File: src/rrs_consts.svh
// Purpose: constants of the reset source combiner and cause recorder
// Assumes: 32-bit AXI4-Lite register bus, 8-bit byte address decode
// Notes: all offsets, field positions, reset values and responses live here
// Summary of operation
// - any active reset source drives the master reset active, whichever source it is.
// - master reset forces a chosen register to a known value; others keep contents.
// - each kind of reset sets its own cause flag in the cause status register.
// - power-on reset clears every cause flag except power-on at bit 0, which is set.
// - software may write any cause flag to one, or to zero while its source is inactive.
// - writing a cause flag only changes stored status, never starts a reset.
// - one combiner merges all sources into one master reset and alone drives it.
// - sources are power-on, brown-out, pin, software, watchdog, mismatch, trap, illegal.
`ifndef RRS_CONSTS_SVH
`define RRS_CONSTS_SVH

`define RRS_ADDR_W          8
`define RRS_DATA_W          32
`define RRS_CAUSE_W         8

`define RRS_OFF_CAUSE       8'h00
`define RRS_OFF_IRQ_STAT    8'h04
`define RRS_OFF_IRQ_MASK    8'h08
`define RRS_OFF_KEEP        8'h0c
`define RRS_OFF_VOLATILE    8'h10
`define RRS_OFF_SRC_LIVE    8'h14

`define RRS_BIT_POR         0
`define RRS_BIT_BROWN       1
`define RRS_BIT_PIN         2
`define RRS_BIT_SOFT        3
`define RRS_BIT_WDOG        4
`define RRS_BIT_CFG         5
`define RRS_BIT_TRAP        6
`define RRS_BIT_ILLEG       7

`define RRS_CAUSE_POR_VAL   8'h01
`define RRS_IRQ_STAT_RST    8'h00
`define RRS_IRQ_MASK_RST    8'h00
`define RRS_KEEP_RST        32'h0000_0000
`define RRS_VOLATILE_RST    32'h0000_0000

`define RRS_RESP_OKAY       2'h0
`define RRS_RESP_DECERR     2'h3

`endif

File: src/rrs_pkg.sv
// Purpose: types of the reset source combiner
// Assumes: constants come from rrs_consts.svh
// Notes: nothing here is imported; users write rrs_pkg::name
`include "rrs_consts.svh"
package rrs_pkg;

    typedef struct packed {
        logic brown_out_reset;
        logic master_clear_pin_reset;
        logic software_reset_instruction;
        logic watchdog_timeout_reset;
        logic configuration_mismatch_reset;
        logic trap_conflict_reset;
        logic illegal_opcode;
        logic uninit_wreg;
        logic security;
    } rrs_src_t;

    typedef struct packed {
        logic [`RRS_ADDR_W-1:0]   addr;
        logic [`RRS_DATA_W-1:0]   data;
        logic [`RRS_DATA_W/8-1:0] strb;
    } rrs_wreq_t;

    typedef struct packed {
        logic [`RRS_DATA_W-1:0] data;
        logic [1:0]             resp;
    } rrs_rans_t;

    typedef enum logic [0:0] {
        RRS_WR_IDLE,
        RRS_WR_RESP
    } rrs_wr_st_t;

    typedef enum logic [0:0] {
        RRS_RD_IDLE,
        RRS_RD_RESP
    } rrs_rd_st_t;

endpackage

File: src/rrs_axil.sv
// Purpose: AXI4-Lite slave front end for the reset cause registers
// Assumes: one write and one read outstanding at most
// Notes: address and data taken in either order; answer one cycle after both
`timescale 1ns/10ps
`include "rrs_consts.svh"
module rrs_axil (
    input  wire logic                     aclk,
    input  wire logic                     aresetn,
    input  wire logic [`RRS_ADDR_W-1:0]   awaddr,
    input  wire logic                     awvalid,
    output wire logic                     awready,
    input  wire logic [`RRS_DATA_W-1:0]   wdata,
    input  wire logic [`RRS_DATA_W/8-1:0] wstrb,
    input  wire logic                     wvalid,
    output wire logic                     wready,
    output logic      [1:0]               bresp,
    output wire logic                     bvalid,
    input  wire logic                     bready,
    input  wire logic [`RRS_ADDR_W-1:0]   araddr,
    input  wire logic                     arvalid,
    output wire logic                     arready,
    output logic      [`RRS_DATA_W-1:0]   rdata,
    output logic      [1:0]               rresp,
    output wire logic                     rvalid,
    input  wire logic                     rready,
    output wire logic                     wr_en,
    output rrs_pkg::rrs_wreq_t            wr_req,
    input  wire logic                     wr_err,
    output wire logic                     rd_en,
    output wire logic [`RRS_ADDR_W-1:0]   rd_addr,
    input  rrs_pkg::rrs_rans_t            rd_ans
);
    rrs_pkg::rrs_wr_st_t        wr_st_q;
    rrs_pkg::rrs_rd_st_t        rd_st_q;
    logic                       aw_hold_q;
    logic                       w_hold_q;
    logic [`RRS_ADDR_W-1:0]     aw_addr_q;
    logic [`RRS_DATA_W-1:0]     w_data_q;
    logic [`RRS_DATA_W/8-1:0]   w_strb_q;
    wire                        aw_take;
    wire                        w_take;

    assign awready       = ~aw_hold_q & (wr_st_q == rrs_pkg::RRS_WR_IDLE);
    assign wready        = ~w_hold_q & (wr_st_q == rrs_pkg::RRS_WR_IDLE);
    assign aw_take       = awvalid & awready;
    assign w_take        = wvalid & wready;
    assign wr_en         = (aw_hold_q | aw_take) & (w_hold_q | w_take);
    assign wr_req.addr   = aw_hold_q ? aw_addr_q : awaddr;
    assign wr_req.data   = w_hold_q ? w_data_q : wdata;
    assign wr_req.strb   = w_hold_q ? w_strb_q : wstrb;
    assign bvalid        = (wr_st_q == rrs_pkg::RRS_WR_RESP);
    assign arready       = (rd_st_q == rrs_pkg::RRS_RD_IDLE);
    assign rd_en         = arvalid & arready;
    assign rd_addr       = araddr;
    assign rvalid        = (rd_st_q == rrs_pkg::RRS_RD_RESP);

    // half-taken writes wait here so the master may offer either channel first
    always_ff @(posedge aclk) begin
        if (!aresetn) begin
            aw_hold_q <= 1'b0;
            w_hold_q  <= 1'b0;
            aw_addr_q <= '0;
            w_data_q  <= '0;
            w_strb_q  <= '0;
        end else begin
            aw_hold_q <= ~wr_en & (aw_hold_q | aw_take);
            w_hold_q  <= ~wr_en & (w_hold_q | w_take);
            if (aw_take) aw_addr_q <= awaddr;
            if (w_take) w_data_q <= wdata;
            if (w_take) w_strb_q <= wstrb;
        end
    end

    always_ff @(posedge aclk) begin
        if (!aresetn) begin
            wr_st_q <= rrs_pkg::RRS_WR_IDLE;
            bresp   <= `RRS_RESP_OKAY;
        end else begin
            unique case (wr_st_q)
                rrs_pkg::RRS_WR_IDLE: begin
                    if (wr_en) begin
                        wr_st_q <= rrs_pkg::RRS_WR_RESP;
                        bresp   <= wr_err ? `RRS_RESP_DECERR : `RRS_RESP_OKAY;
                    end
                end
                rrs_pkg::RRS_WR_RESP: begin
                    if (bready) wr_st_q <= rrs_pkg::RRS_WR_IDLE;
                end
            endcase
        end
    end

    always_ff @(posedge aclk) begin
        if (!aresetn) begin
            rd_st_q <= rrs_pkg::RRS_RD_IDLE;
            rdata   <= '0;
            rresp   <= `RRS_RESP_OKAY;
        end else begin
            unique case (rd_st_q)
                rrs_pkg::RRS_RD_IDLE: begin
                    if (rd_en) begin
                        rd_st_q <= rrs_pkg::RRS_RD_RESP;
                        rdata   <= rd_ans.data;
                        rresp   <= rd_ans.resp;
                    end
                end
                rrs_pkg::RRS_RD_RESP: begin
                    if (rready) rd_st_q <= rrs_pkg::RRS_RD_IDLE;
                end
            endcase
        end
    end
endmodule

File: src/rrs_top.sv
// Purpose: combines reset sources into the master reset and records the cause
// Assumes: aresetn low is the power-on reset of this block and its bus
// Notes: cause, interrupt and keep registers survive the master reset
`timescale 1ns/10ps
`include "rrs_consts.svh"
module rrs_top (
    input  wire logic                     aclk,
    input  wire logic                     aresetn,
    input  rrs_pkg::rrs_src_t             src,
    output logic                          master_reset_signal,
    output wire logic                     irq,
    input  wire logic [`RRS_ADDR_W-1:0]   s_axi_awaddr,
    input  wire logic                     s_axi_awvalid,
    output wire logic                     s_axi_awready,
    input  wire logic [`RRS_DATA_W-1:0]   s_axi_wdata,
    input  wire logic [`RRS_DATA_W/8-1:0] s_axi_wstrb,
    input  wire logic                     s_axi_wvalid,
    output wire logic                     s_axi_wready,
    output wire logic [1:0]               s_axi_bresp,
    output wire logic                     s_axi_bvalid,
    input  wire logic                     s_axi_bready,
    input  wire logic [`RRS_ADDR_W-1:0]   s_axi_araddr,
    input  wire logic                     s_axi_arvalid,
    output wire logic                     s_axi_arready,
    output wire logic [`RRS_DATA_W-1:0]   s_axi_rdata,
    output wire logic [1:0]               s_axi_rresp,
    output wire logic                     s_axi_rvalid,
    input  wire logic                     s_axi_rready
);
    logic [`RRS_CAUSE_W-1:0]    cause_q;
    logic [`RRS_CAUSE_W-1:0]    cause_d;
    logic [`RRS_CAUSE_W-1:0]    cause_set_prev_q;
    logic [`RRS_CAUSE_W-1:0]    irq_stat_q;
    logic [`RRS_CAUSE_W-1:0]    irq_stat_d;
    logic [`RRS_CAUSE_W-1:0]    irq_mask_q;
    logic [`RRS_DATA_W-1:0]     keep_q;
    logic [`RRS_DATA_W-1:0]     volatile_q;
    logic [`RRS_DATA_W-1:0]     rd_mux;
    rrs_pkg::rrs_wreq_t         wr_req;
    rrs_pkg::rrs_rans_t         rd_ans;
    wire                        wr_en;
    wire                        rd_en;
    wire [`RRS_ADDR_W-1:0]      rd_addr;
    wire                        illegal_any;
    wire                        src_any;
    wire                        any_rst_w;
    wire [`RRS_CAUSE_W-1:0]     cause_set_w;
    wire [`RRS_CAUSE_W-1:0]     cause_evt_w;
    wire                        cause_wr_w;
    wire                        irq_stat_wr_w;
    wire                        irq_mask_wr_w;
    wire                        keep_wr_w;
    wire                        volatile_wr_w;
    wire                        wr_err;
    wire                        rd_err;

    function automatic logic reg_hit(input logic [`RRS_ADDR_W-1:0] a,
                                     input logic [`RRS_ADDR_W-1:0] off);
        reg_hit = (a[`RRS_ADDR_W-1:2] == off[`RRS_ADDR_W-1:2]);
    endfunction

    function automatic logic reg_mapped(input logic [`RRS_ADDR_W-1:0] a);
        reg_mapped = reg_hit(a, `RRS_OFF_CAUSE) | reg_hit(a, `RRS_OFF_IRQ_STAT)
                   | reg_hit(a, `RRS_OFF_IRQ_MASK) | reg_hit(a, `RRS_OFF_KEEP)
                   | reg_hit(a, `RRS_OFF_VOLATILE) | reg_hit(a, `RRS_OFF_SRC_LIVE);
    endfunction

    rrs_axil u_axil (
        .aclk    (aclk),
        .aresetn (aresetn),
        .awaddr  (s_axi_awaddr),
        .awvalid (s_axi_awvalid),
        .awready (s_axi_awready),
        .wdata   (s_axi_wdata),
        .wstrb   (s_axi_wstrb),
        .wvalid  (s_axi_wvalid),
        .wready  (s_axi_wready),
        .bresp   (s_axi_bresp),
        .bvalid  (s_axi_bvalid),
        .bready  (s_axi_bready),
        .araddr  (s_axi_araddr),
        .arvalid (s_axi_arvalid),
        .arready (s_axi_arready),
        .rdata   (s_axi_rdata),
        .rresp   (s_axi_rresp),
        .rvalid  (s_axi_rvalid),
        .rready  (s_axi_rready),
        .wr_en   (wr_en),
        .wr_req  (wr_req),
        .wr_err  (wr_err),
        .rd_en   (rd_en),
        .rd_addr (rd_addr),
        .rd_ans  (rd_ans)
    );

    // three illegal conditions share one cause flag
    assign illegal_any = src.illegal_opcode | src.uninit_wreg | src.security;
    assign src_any     = |src;
    assign any_rst_w   = ~aresetn | src_any;

    assign cause_set_w[`RRS_BIT_POR]   = 1'b0;
    assign cause_set_w[`RRS_BIT_BROWN] = src.brown_out_reset;
    assign cause_set_w[`RRS_BIT_PIN]   = src.master_clear_pin_reset;
    assign cause_set_w[`RRS_BIT_SOFT]  = src.software_reset_instruction;
    assign cause_set_w[`RRS_BIT_WDOG]  = src.watchdog_timeout_reset;
    assign cause_set_w[`RRS_BIT_CFG]   = src.configuration_mismatch_reset;
    assign cause_set_w[`RRS_BIT_TRAP]  = src.trap_conflict_reset;
    assign cause_set_w[`RRS_BIT_ILLEG] = illegal_any;
    assign cause_evt_w = cause_set_w & ~cause_set_prev_q;

    assign cause_wr_w    = wr_en & reg_hit(wr_req.addr, `RRS_OFF_CAUSE) & wr_req.strb[0];
    assign irq_stat_wr_w = wr_en & reg_hit(wr_req.addr, `RRS_OFF_IRQ_STAT) & wr_req.strb[0];
    assign irq_mask_wr_w = wr_en & reg_hit(wr_req.addr, `RRS_OFF_IRQ_MASK) & wr_req.strb[0];
    assign keep_wr_w     = wr_en & reg_hit(wr_req.addr, `RRS_OFF_KEEP);
    assign volatile_wr_w = wr_en & reg_hit(wr_req.addr, `RRS_OFF_VOLATILE);
    assign wr_err        = ~reg_mapped(wr_req.addr);
    assign rd_err        = ~reg_mapped(rd_addr);

    // software value first, then live sources on top: an active source wins
    assign cause_d = (cause_wr_w ? wr_req.data[`RRS_CAUSE_W-1:0] : cause_q)
                   | cause_set_w;
    assign irq_stat_d = (irq_stat_q
                      & ~({`RRS_CAUSE_W{irq_stat_wr_w}} & wr_req.data[`RRS_CAUSE_W-1:0]))
                      | cause_evt_w;
    assign irq = |(irq_stat_q & irq_mask_q);

    // master reset is a flop: no glitch on the wide reset tree, one cycle late
    always_ff @(posedge aclk) begin
        if (!aresetn) begin
            master_reset_signal <= 1'b1;
        end else begin
            master_reset_signal <= any_rst_w;
        end
    end

    always_ff @(posedge aclk) begin
        if (!aresetn) begin
            cause_q          <= `RRS_CAUSE_POR_VAL;
            cause_set_prev_q <= '0;
            irq_stat_q       <= `RRS_IRQ_STAT_RST;
            irq_mask_q       <= `RRS_IRQ_MASK_RST;
        end else begin
            cause_q          <= cause_d;
            cause_set_prev_q <= cause_set_w;
            irq_stat_q       <= irq_stat_d;
            if (irq_mask_wr_w) irq_mask_q <= wr_req.data[`RRS_CAUSE_W-1:0];
        end
    end

    // keep register is untouched by the master reset; only power-on clears it
    genvar gi;
    generate
        for (gi = 0; gi < `RRS_DATA_W/8; gi++) begin : g_keep
            always_ff @(posedge aclk) begin
                if (!aresetn) begin
                    keep_q[gi*8 +: 8] <= 8'(`RRS_KEEP_RST >> (gi*8));
                end else if (keep_wr_w && wr_req.strb[gi]) begin
                    keep_q[gi*8 +: 8] <= wr_req.data[gi*8 +: 8];
                end
            end
        end
    endgenerate

    // volatile register loses writes made while master reset is active
    always_ff @(posedge aclk) begin
        if (!aresetn) begin
            volatile_q <= `RRS_VOLATILE_RST;
        end else if (master_reset_signal) begin
            volatile_q <= `RRS_VOLATILE_RST;
        end else if (volatile_wr_w) begin
            volatile_q <= (volatile_q & ~{{8{wr_req.strb[3]}}, {8{wr_req.strb[2]}},
                                          {8{wr_req.strb[1]}}, {8{wr_req.strb[0]}}})
                        | (wr_req.data & {{8{wr_req.strb[3]}}, {8{wr_req.strb[2]}},
                                          {8{wr_req.strb[1]}}, {8{wr_req.strb[0]}}});
        end
    end

    always_comb begin
        rd_mux = '0;
        if (reg_hit(rd_addr, `RRS_OFF_CAUSE)) rd_mux[`RRS_CAUSE_W-1:0] = cause_q;
        if (reg_hit(rd_addr, `RRS_OFF_IRQ_STAT)) rd_mux[`RRS_CAUSE_W-1:0] = irq_stat_q;
        if (reg_hit(rd_addr, `RRS_OFF_IRQ_MASK)) rd_mux[`RRS_CAUSE_W-1:0] = irq_mask_q;
        if (reg_hit(rd_addr, `RRS_OFF_KEEP)) rd_mux = keep_q;
        if (reg_hit(rd_addr, `RRS_OFF_VOLATILE)) rd_mux = volatile_q;
        if (reg_hit(rd_addr, `RRS_OFF_SRC_LIVE)) rd_mux[$bits(src)-1:0] = src;
    end

    assign rd_ans.data = rd_mux;
    assign rd_ans.resp = rd_err ? `RRS_RESP_DECERR : `RRS_RESP_OKAY;

    logic [`RRS_CAUSE_W-1:0] cause_new_v;
    assign cause_new_v = wr_req.data[`RRS_CAUSE_W-1:0];
endmodule

File: config.mk
export PLATFORM = sky130hd
export DESIGN_NAME = rrs_top
export DESIGN_NICKNAME = d
export VERILOG_FILES = /design/src/rrs_pkg.sv /design/src/rrs_axil.sv /design/src/rrs_top.sv
export VERILOG_INCLUDE_DIRS = /design/src
export SDC_FILE = /design/constraint.sdc
export NUM_CORES = 1
export LEC_CHECK = 0
export BUFFER_PORTS_ARGS = -buffer_cell sky130_fd_sc_hd__buf_2
export CELL_PAD_IN_SITES_DETAIL_PLACEMENT = 0
export CELL_PAD_IN_SITES_GLOBAL_PLACEMENT = 1
export CORE_ASPECT_RATIO = 0.9
export CORE_MARGIN = 2
export CORE_UTILIZATION = 43
export CTS_CLUSTER_DIAMETER = 50
export DETAILED_ROUTE_END_ITERATION = 10
export GPL_TIMING_DRIVEN = 0
export PLACE_DENSITY_LB_ADDON = 0.1
export SLEW_MARGIN = 20
export SYNTH_ARGS = -nofsm -noshare
export SYNTH_HDL_FRONTEND = slang
export SYNTH_SLANG_ARGS = --single-unit
File: constraint.sdc
create_clock -name aclk -period 3.3 [get_ports aclk]
set_clock_uncertainty 0.1 [all_clocks]
set_input_delay 0.66 -clock aclk [delete_from_list [all_inputs] [get_ports aclk]]
set_output_delay 0.66 -clock aclk [all_outputs]
set_load 0.03 [all_outputs]
# Yosys cells after proc, flatten, opt, wreduce, memory -nomap -nowiden
# Cells that the tools add are included.
# totals
input_bits	68
output_inout_bits	43
reg_bits	181
elab_cells	109
# classes
eq_ne	10
reduce_logical	11
bitwise	49
mux	18
# ops
cell	n
32-bit two-way mux	3
32-bit bitwise AND	2
8-bit two-way mux	5
8-bit bitwise AND	4
32-bit NOT	1
32-bit bitwise OR	1
6-bit by 2-bit equality test with 1-bit output (second input constant)	4
6-bit by 3-bit equality test with 1-bit output (second input constant)	4
1-bit bitwise AND	16
8-bit NOT	2
8-bit bitwise OR	2
1-bit bitwise OR	15
6-bit by 1-bit equality test with 1-bit output (second input constant)	2
6-bit zero test	2
9-bit two-way mux	1
9-bit OR reduction	1
8-bit OR reduction	1
1-bit NOT	6
1-bit logical AND	4
1-bit two-way mux	4
2-bit two-way mux	2
4-bit two-way mux	1
1-bit one-hot mux with 2 select lines	2
2-bit AND reduction	2
2-bit OR reduction	1

# Logic depth before layout (Yosys ltp)
# logic_depth
ltp_word	11
ltp_mapped	7
mapped_depth_nobuf	4

# By module
# From an unflattened synthesis, not the netlist that was laid out.
# unflattened
cells_unflattened	886
area_unflattened_um2	8018.9
# modules_own_cells
module	cells_each	seq_area_each_um2	area_per_inst_um2	n_inst
rrs_top	471	1921.8	4270.3	1
rrs_axil	415	1661.6	3748.6	1

# Least setup slack after synthesis
# Ideal clock, no wire load.
# synth_path
path_kind	in2reg
start	input s_axi_awaddr[7]
end	register cause_q[7]
setup_ps	122
required_time_ps	3078
arrival_time_ps	2314
path_buffers	2
setup_slack_ps	765
stages	6
cell_sequence	or4_4 -> a22o_1 -> buf_6 -> or3_1 -> buf_6 -> o311a_1
# synth_between
elab_chain_len	6
# synth_rtl
item	line_no	text
start, declared	rrs_top.sv:12	input wire logic [`RRS_ADDR_W-1:0] s_axi_awaddr,
8-bit two-way mux	rrs_axil.sv:48	assign wr_req.addr = aw_hold_q ? aw_addr_q : awaddr;
6-bit zero test	rrs_top.sv:59	reg_hit = (a[`RRS_ADDR_W-1:2] == off[`RRS_ADDR_W-1:2]);
1-bit bitwise AND (2 in a row)	rrs_top.sv:111	assign cause_wr_w = wr_en & reg_hit(wr_req.addr, `RRS_OFF_CAUSE) & wr_req.strb[0];
8-bit two-way mux	rrs_top.sv:120	assign cause_d = (cause_wr_w ? wr_req.data[`RRS_CAUSE_W-1:0] : cause_q)
8-bit bitwise OR	rrs_top.sv:120	
end signal, assigned	rrs_top.sv:138	cause_q <= `RRS_CAUSE_POR_VAL;
end signal, assigned	rrs_top.sv:143	cause_q <= cause_d;
end, declared	rrs_top.sv:30	logic [`RRS_CAUSE_W-1:0] cause_q;
# No other way between the ends.
# A chain may end at the register's enable or synchronous reset.

# Worst setup path after layout
# layout_path
start	input s_axi_araddr[4]
end	register u_axil.rdata[31]
# layout_between
elab_chain_len	3
# layout_rtl
item	line_no	text
start, declared	rrs_top.sv:22	input wire logic [`RRS_ADDR_W-1:0] s_axi_araddr,
6-bit by 2-bit equality test with 1-bit output	rrs_top.sv:59	
32-bit two-way mux	rrs_top.sv:183	if (reg_hit(rd_addr, `RRS_OFF_KEEP)) rd_mux = keep_q;
32-bit two-way mux *	rrs_top.sv:184	if (reg_hit(rd_addr, `RRS_OFF_VOLATILE)) rd_mux = volatile_q;
end signal, assigned	rrs_axil.sv:103	rdata <= rd_ans.data;
end, declared	rrs_axil.sv:22	output logic [`RRS_DATA_W-1:0] rdata,
# Every way passes the cells marked *; elsewhere a longest branch is shown, timed or not.

==> out/qor.yml <==
post_cts_buffers: 0
synth_ff_type: "dfxtp_1"
gr-usage-met1_pct: 39.27
clock_latency_ns: 0.43
antenna_left: 0
cts_tree: "built"
rsz0062_at_grt: "no"
synth_commonest_cells: "176 x dfxtp_1, 171 x nand2_1, 75 x a21oi_1"
start_kind: "input port"
antenna_found_initial: 0
syn-num-nets: 971
antenna_cells: 0
clockRootBuffer: "clkbuf_16"
drc: 0
postSynthAreaPerCell_um2: 8.836
end_kind: "register"
p_int_uw: 3776
async_flop_share_pct: 0
cts_resized: 0
start_util_pct: 43.63
synth-edff-count: 0
clockBufferDepth: 2
path_max_fanout: 10
post-place-ws_ns: 0.08931
ys_seq_area_share_pct: 44.16
leakagePower_uw: 0.003827
die_h_um: 133.2
fin_nets: 1093
required_ns: 3.57
drv_cap: 0
area_growth_pct: 18.30
ys_top_cells_by_area: "dfxtp_1 44%, nand2_1 8.0%, mux2i_1 7.2%"
cts_num_sinks: 176
switchingPower_uw: 1405
yosysTopAreaCellShare_pct: 44.16
fmax_mhz: 348.4
sw_frac_of_total_pct: 27.12
ys_types: 62
crit_arrival_ns: 3.14
grt_pass1_wl_mm: 37.68
setup_viol: 0
vias: 7051
dp.final_hpwl_mm: 17.57
cts_hold_buf: 0
vias_per_cell: 5.496
grt_pass1_vias: 6464
period_needed_ns: 2.870
grt_use_total_pct: 24.76
die_w_um: 147.6
post_drt_wl_per_cell_um: 18.94
die_area_um2: 19660
finalCritPeriodShare_pct: 86.98
grt_max_degree: 17
setup_tns_ns: 0
fill_cells: 1828
io_pins: 111
dr.pass1.iters: 5
design.core.area_um2: 18290
max-slew-margin-rel_pct: 18.72
hold_viol_final: 0
synth_top_area_cell: "dfxtp_1"
grt-ovfl-total: 0
drt_iter0_markers: 454
seq_area_um2: 3523
drv_slew: 0
p_clk_share_pct: 42.5
wirelength_mm: 24.31
use_met3_pct: 4.692
combPwrFrac_pct: 13.8
gp_congestion: 0.8194
pwr-share-seq_pct: 43.7
use_met2_pct: 34.86
ys_ff_latch: 176
busiest_layer: "met1"
portBuffers: 103
fin_total_pwr_uw: 5181
synth.most_common_cell: "dfxtp_1"
run_status: "completed"
drive_gt1_share_pct: 19.17
power-per-cell-area_nw_per_um2: 548.9
hold_class: "register to register"
syn_area_um2: 7979
cts.clk_slew.worst_paths_ns: 0.07
multi_input_area_um2: 4045
cts_buffers: 17
ys_warn_count: 0
critPathKind: "input port to register"
synthCells: 903
rows: 47
peakVddDrop_uv: 324.2
tightestPinTransition_ns: 1.208
worst_slack_ns: 0.4297
htree_levels: 4
==> cells in the final DEF, fill, tap and decap left out, types with 18 or more instances in the layout <==
| cell | count |
|---|---|
| dfxtp_1 | 176 |
| nand2_1 | 171 |
| buf_2 | 109 |
| a21oi_1 | 75 |
| mux2i_1 | 57 |
| nor2_1 | 53 |
| clkbuf_1 | 51 |
| o21ai_0 | 38 |
| a221oi_1 | 33 |
| mux2_2 | 30 |
| nor3_1 | 26 |
| nor3b_1 | 23 |
| nand2b_1 | 18 |
==> logic make-up after synthesis <==
group,after synthesis,synth area share [%]
muxes,90,12.23
buffers and inverters,82,5.144
and+or+nand+nor,344,20.81
AOI/OAI and AO/OA,211,17.66
DFF,176,44.16
==> power by group through the flow <==
stage / registers (µW) / logic [µW] / clock network (µW)
floorplan: 2360 / 408 / 0
global placement: 2310 / 709 / 0
detailed placement: 2310 / 708 / 0
CTS: 2260 / 712 / 2240
global route: 2270 / 779 / 2340
finish: 2270 / 715 / 2200
==> final cells by class <==
class | instances | area share [%]
clock buffers | 20 | 4.838
inverters | 8 | 0.3181
flip-flops and latches | 176 | 37.33
multi-input cells | 645 | 42.86
well taps | 245 | 3.248
repair buffers | 103 | 5.461
clock inverters | 12 | 1.922
plain buffers | 74 | 4.030
==> critical path, cell delays in order <==
cell and delay [ns]:
buf_2 0.13, nor4_1 1.02, and3_1 0.29, buf_2 0.26, buf_1 0.42, a221oi_1 0.22
nor2_1 0.14
==> worst paths after layout <==
path              cells after the start                start  slack, ns             endpoint
setup / recovery                      7      s_axi_araddr[4]       0.43     u_axil.rdata[31]
hold reg to reg                       2  u_axil.w_data_q[12]       0.35  u_axil.w_data_q[12]
hold / removal                        2  u_axil.w_data_q[12]       0.35  u_axil.w_data_q[12]
setup reg to reg                      6     u_axil.aw_hold_q       0.56             register
==> metrics by stage <==
step | utilization [%] | cells | hold WS (ns) | area [µm²]
floorplan | - | 903 | 0.3255 | 7979
global placement | 48.12 | 1251 | 0.3388 | 8801
detailed placement | 48.12 | 1251 | 0.3428 | 8801
CTS | 51.61 | 1283 | 0.3522 | 9439
global route | 51.61 | 1283 | 0.3633 | 9439
finish | 51.61 | 1283 | 0.3523 | 9439
==> per-layer routing <==
layer  up-vias  part of all wire, %
met3        14                  6.3
met4         0                 0.60
met5         -                    0
met1      3336                   52
li1       3471                    -
met2       230                   41
(Power assumes the default switching activity.)
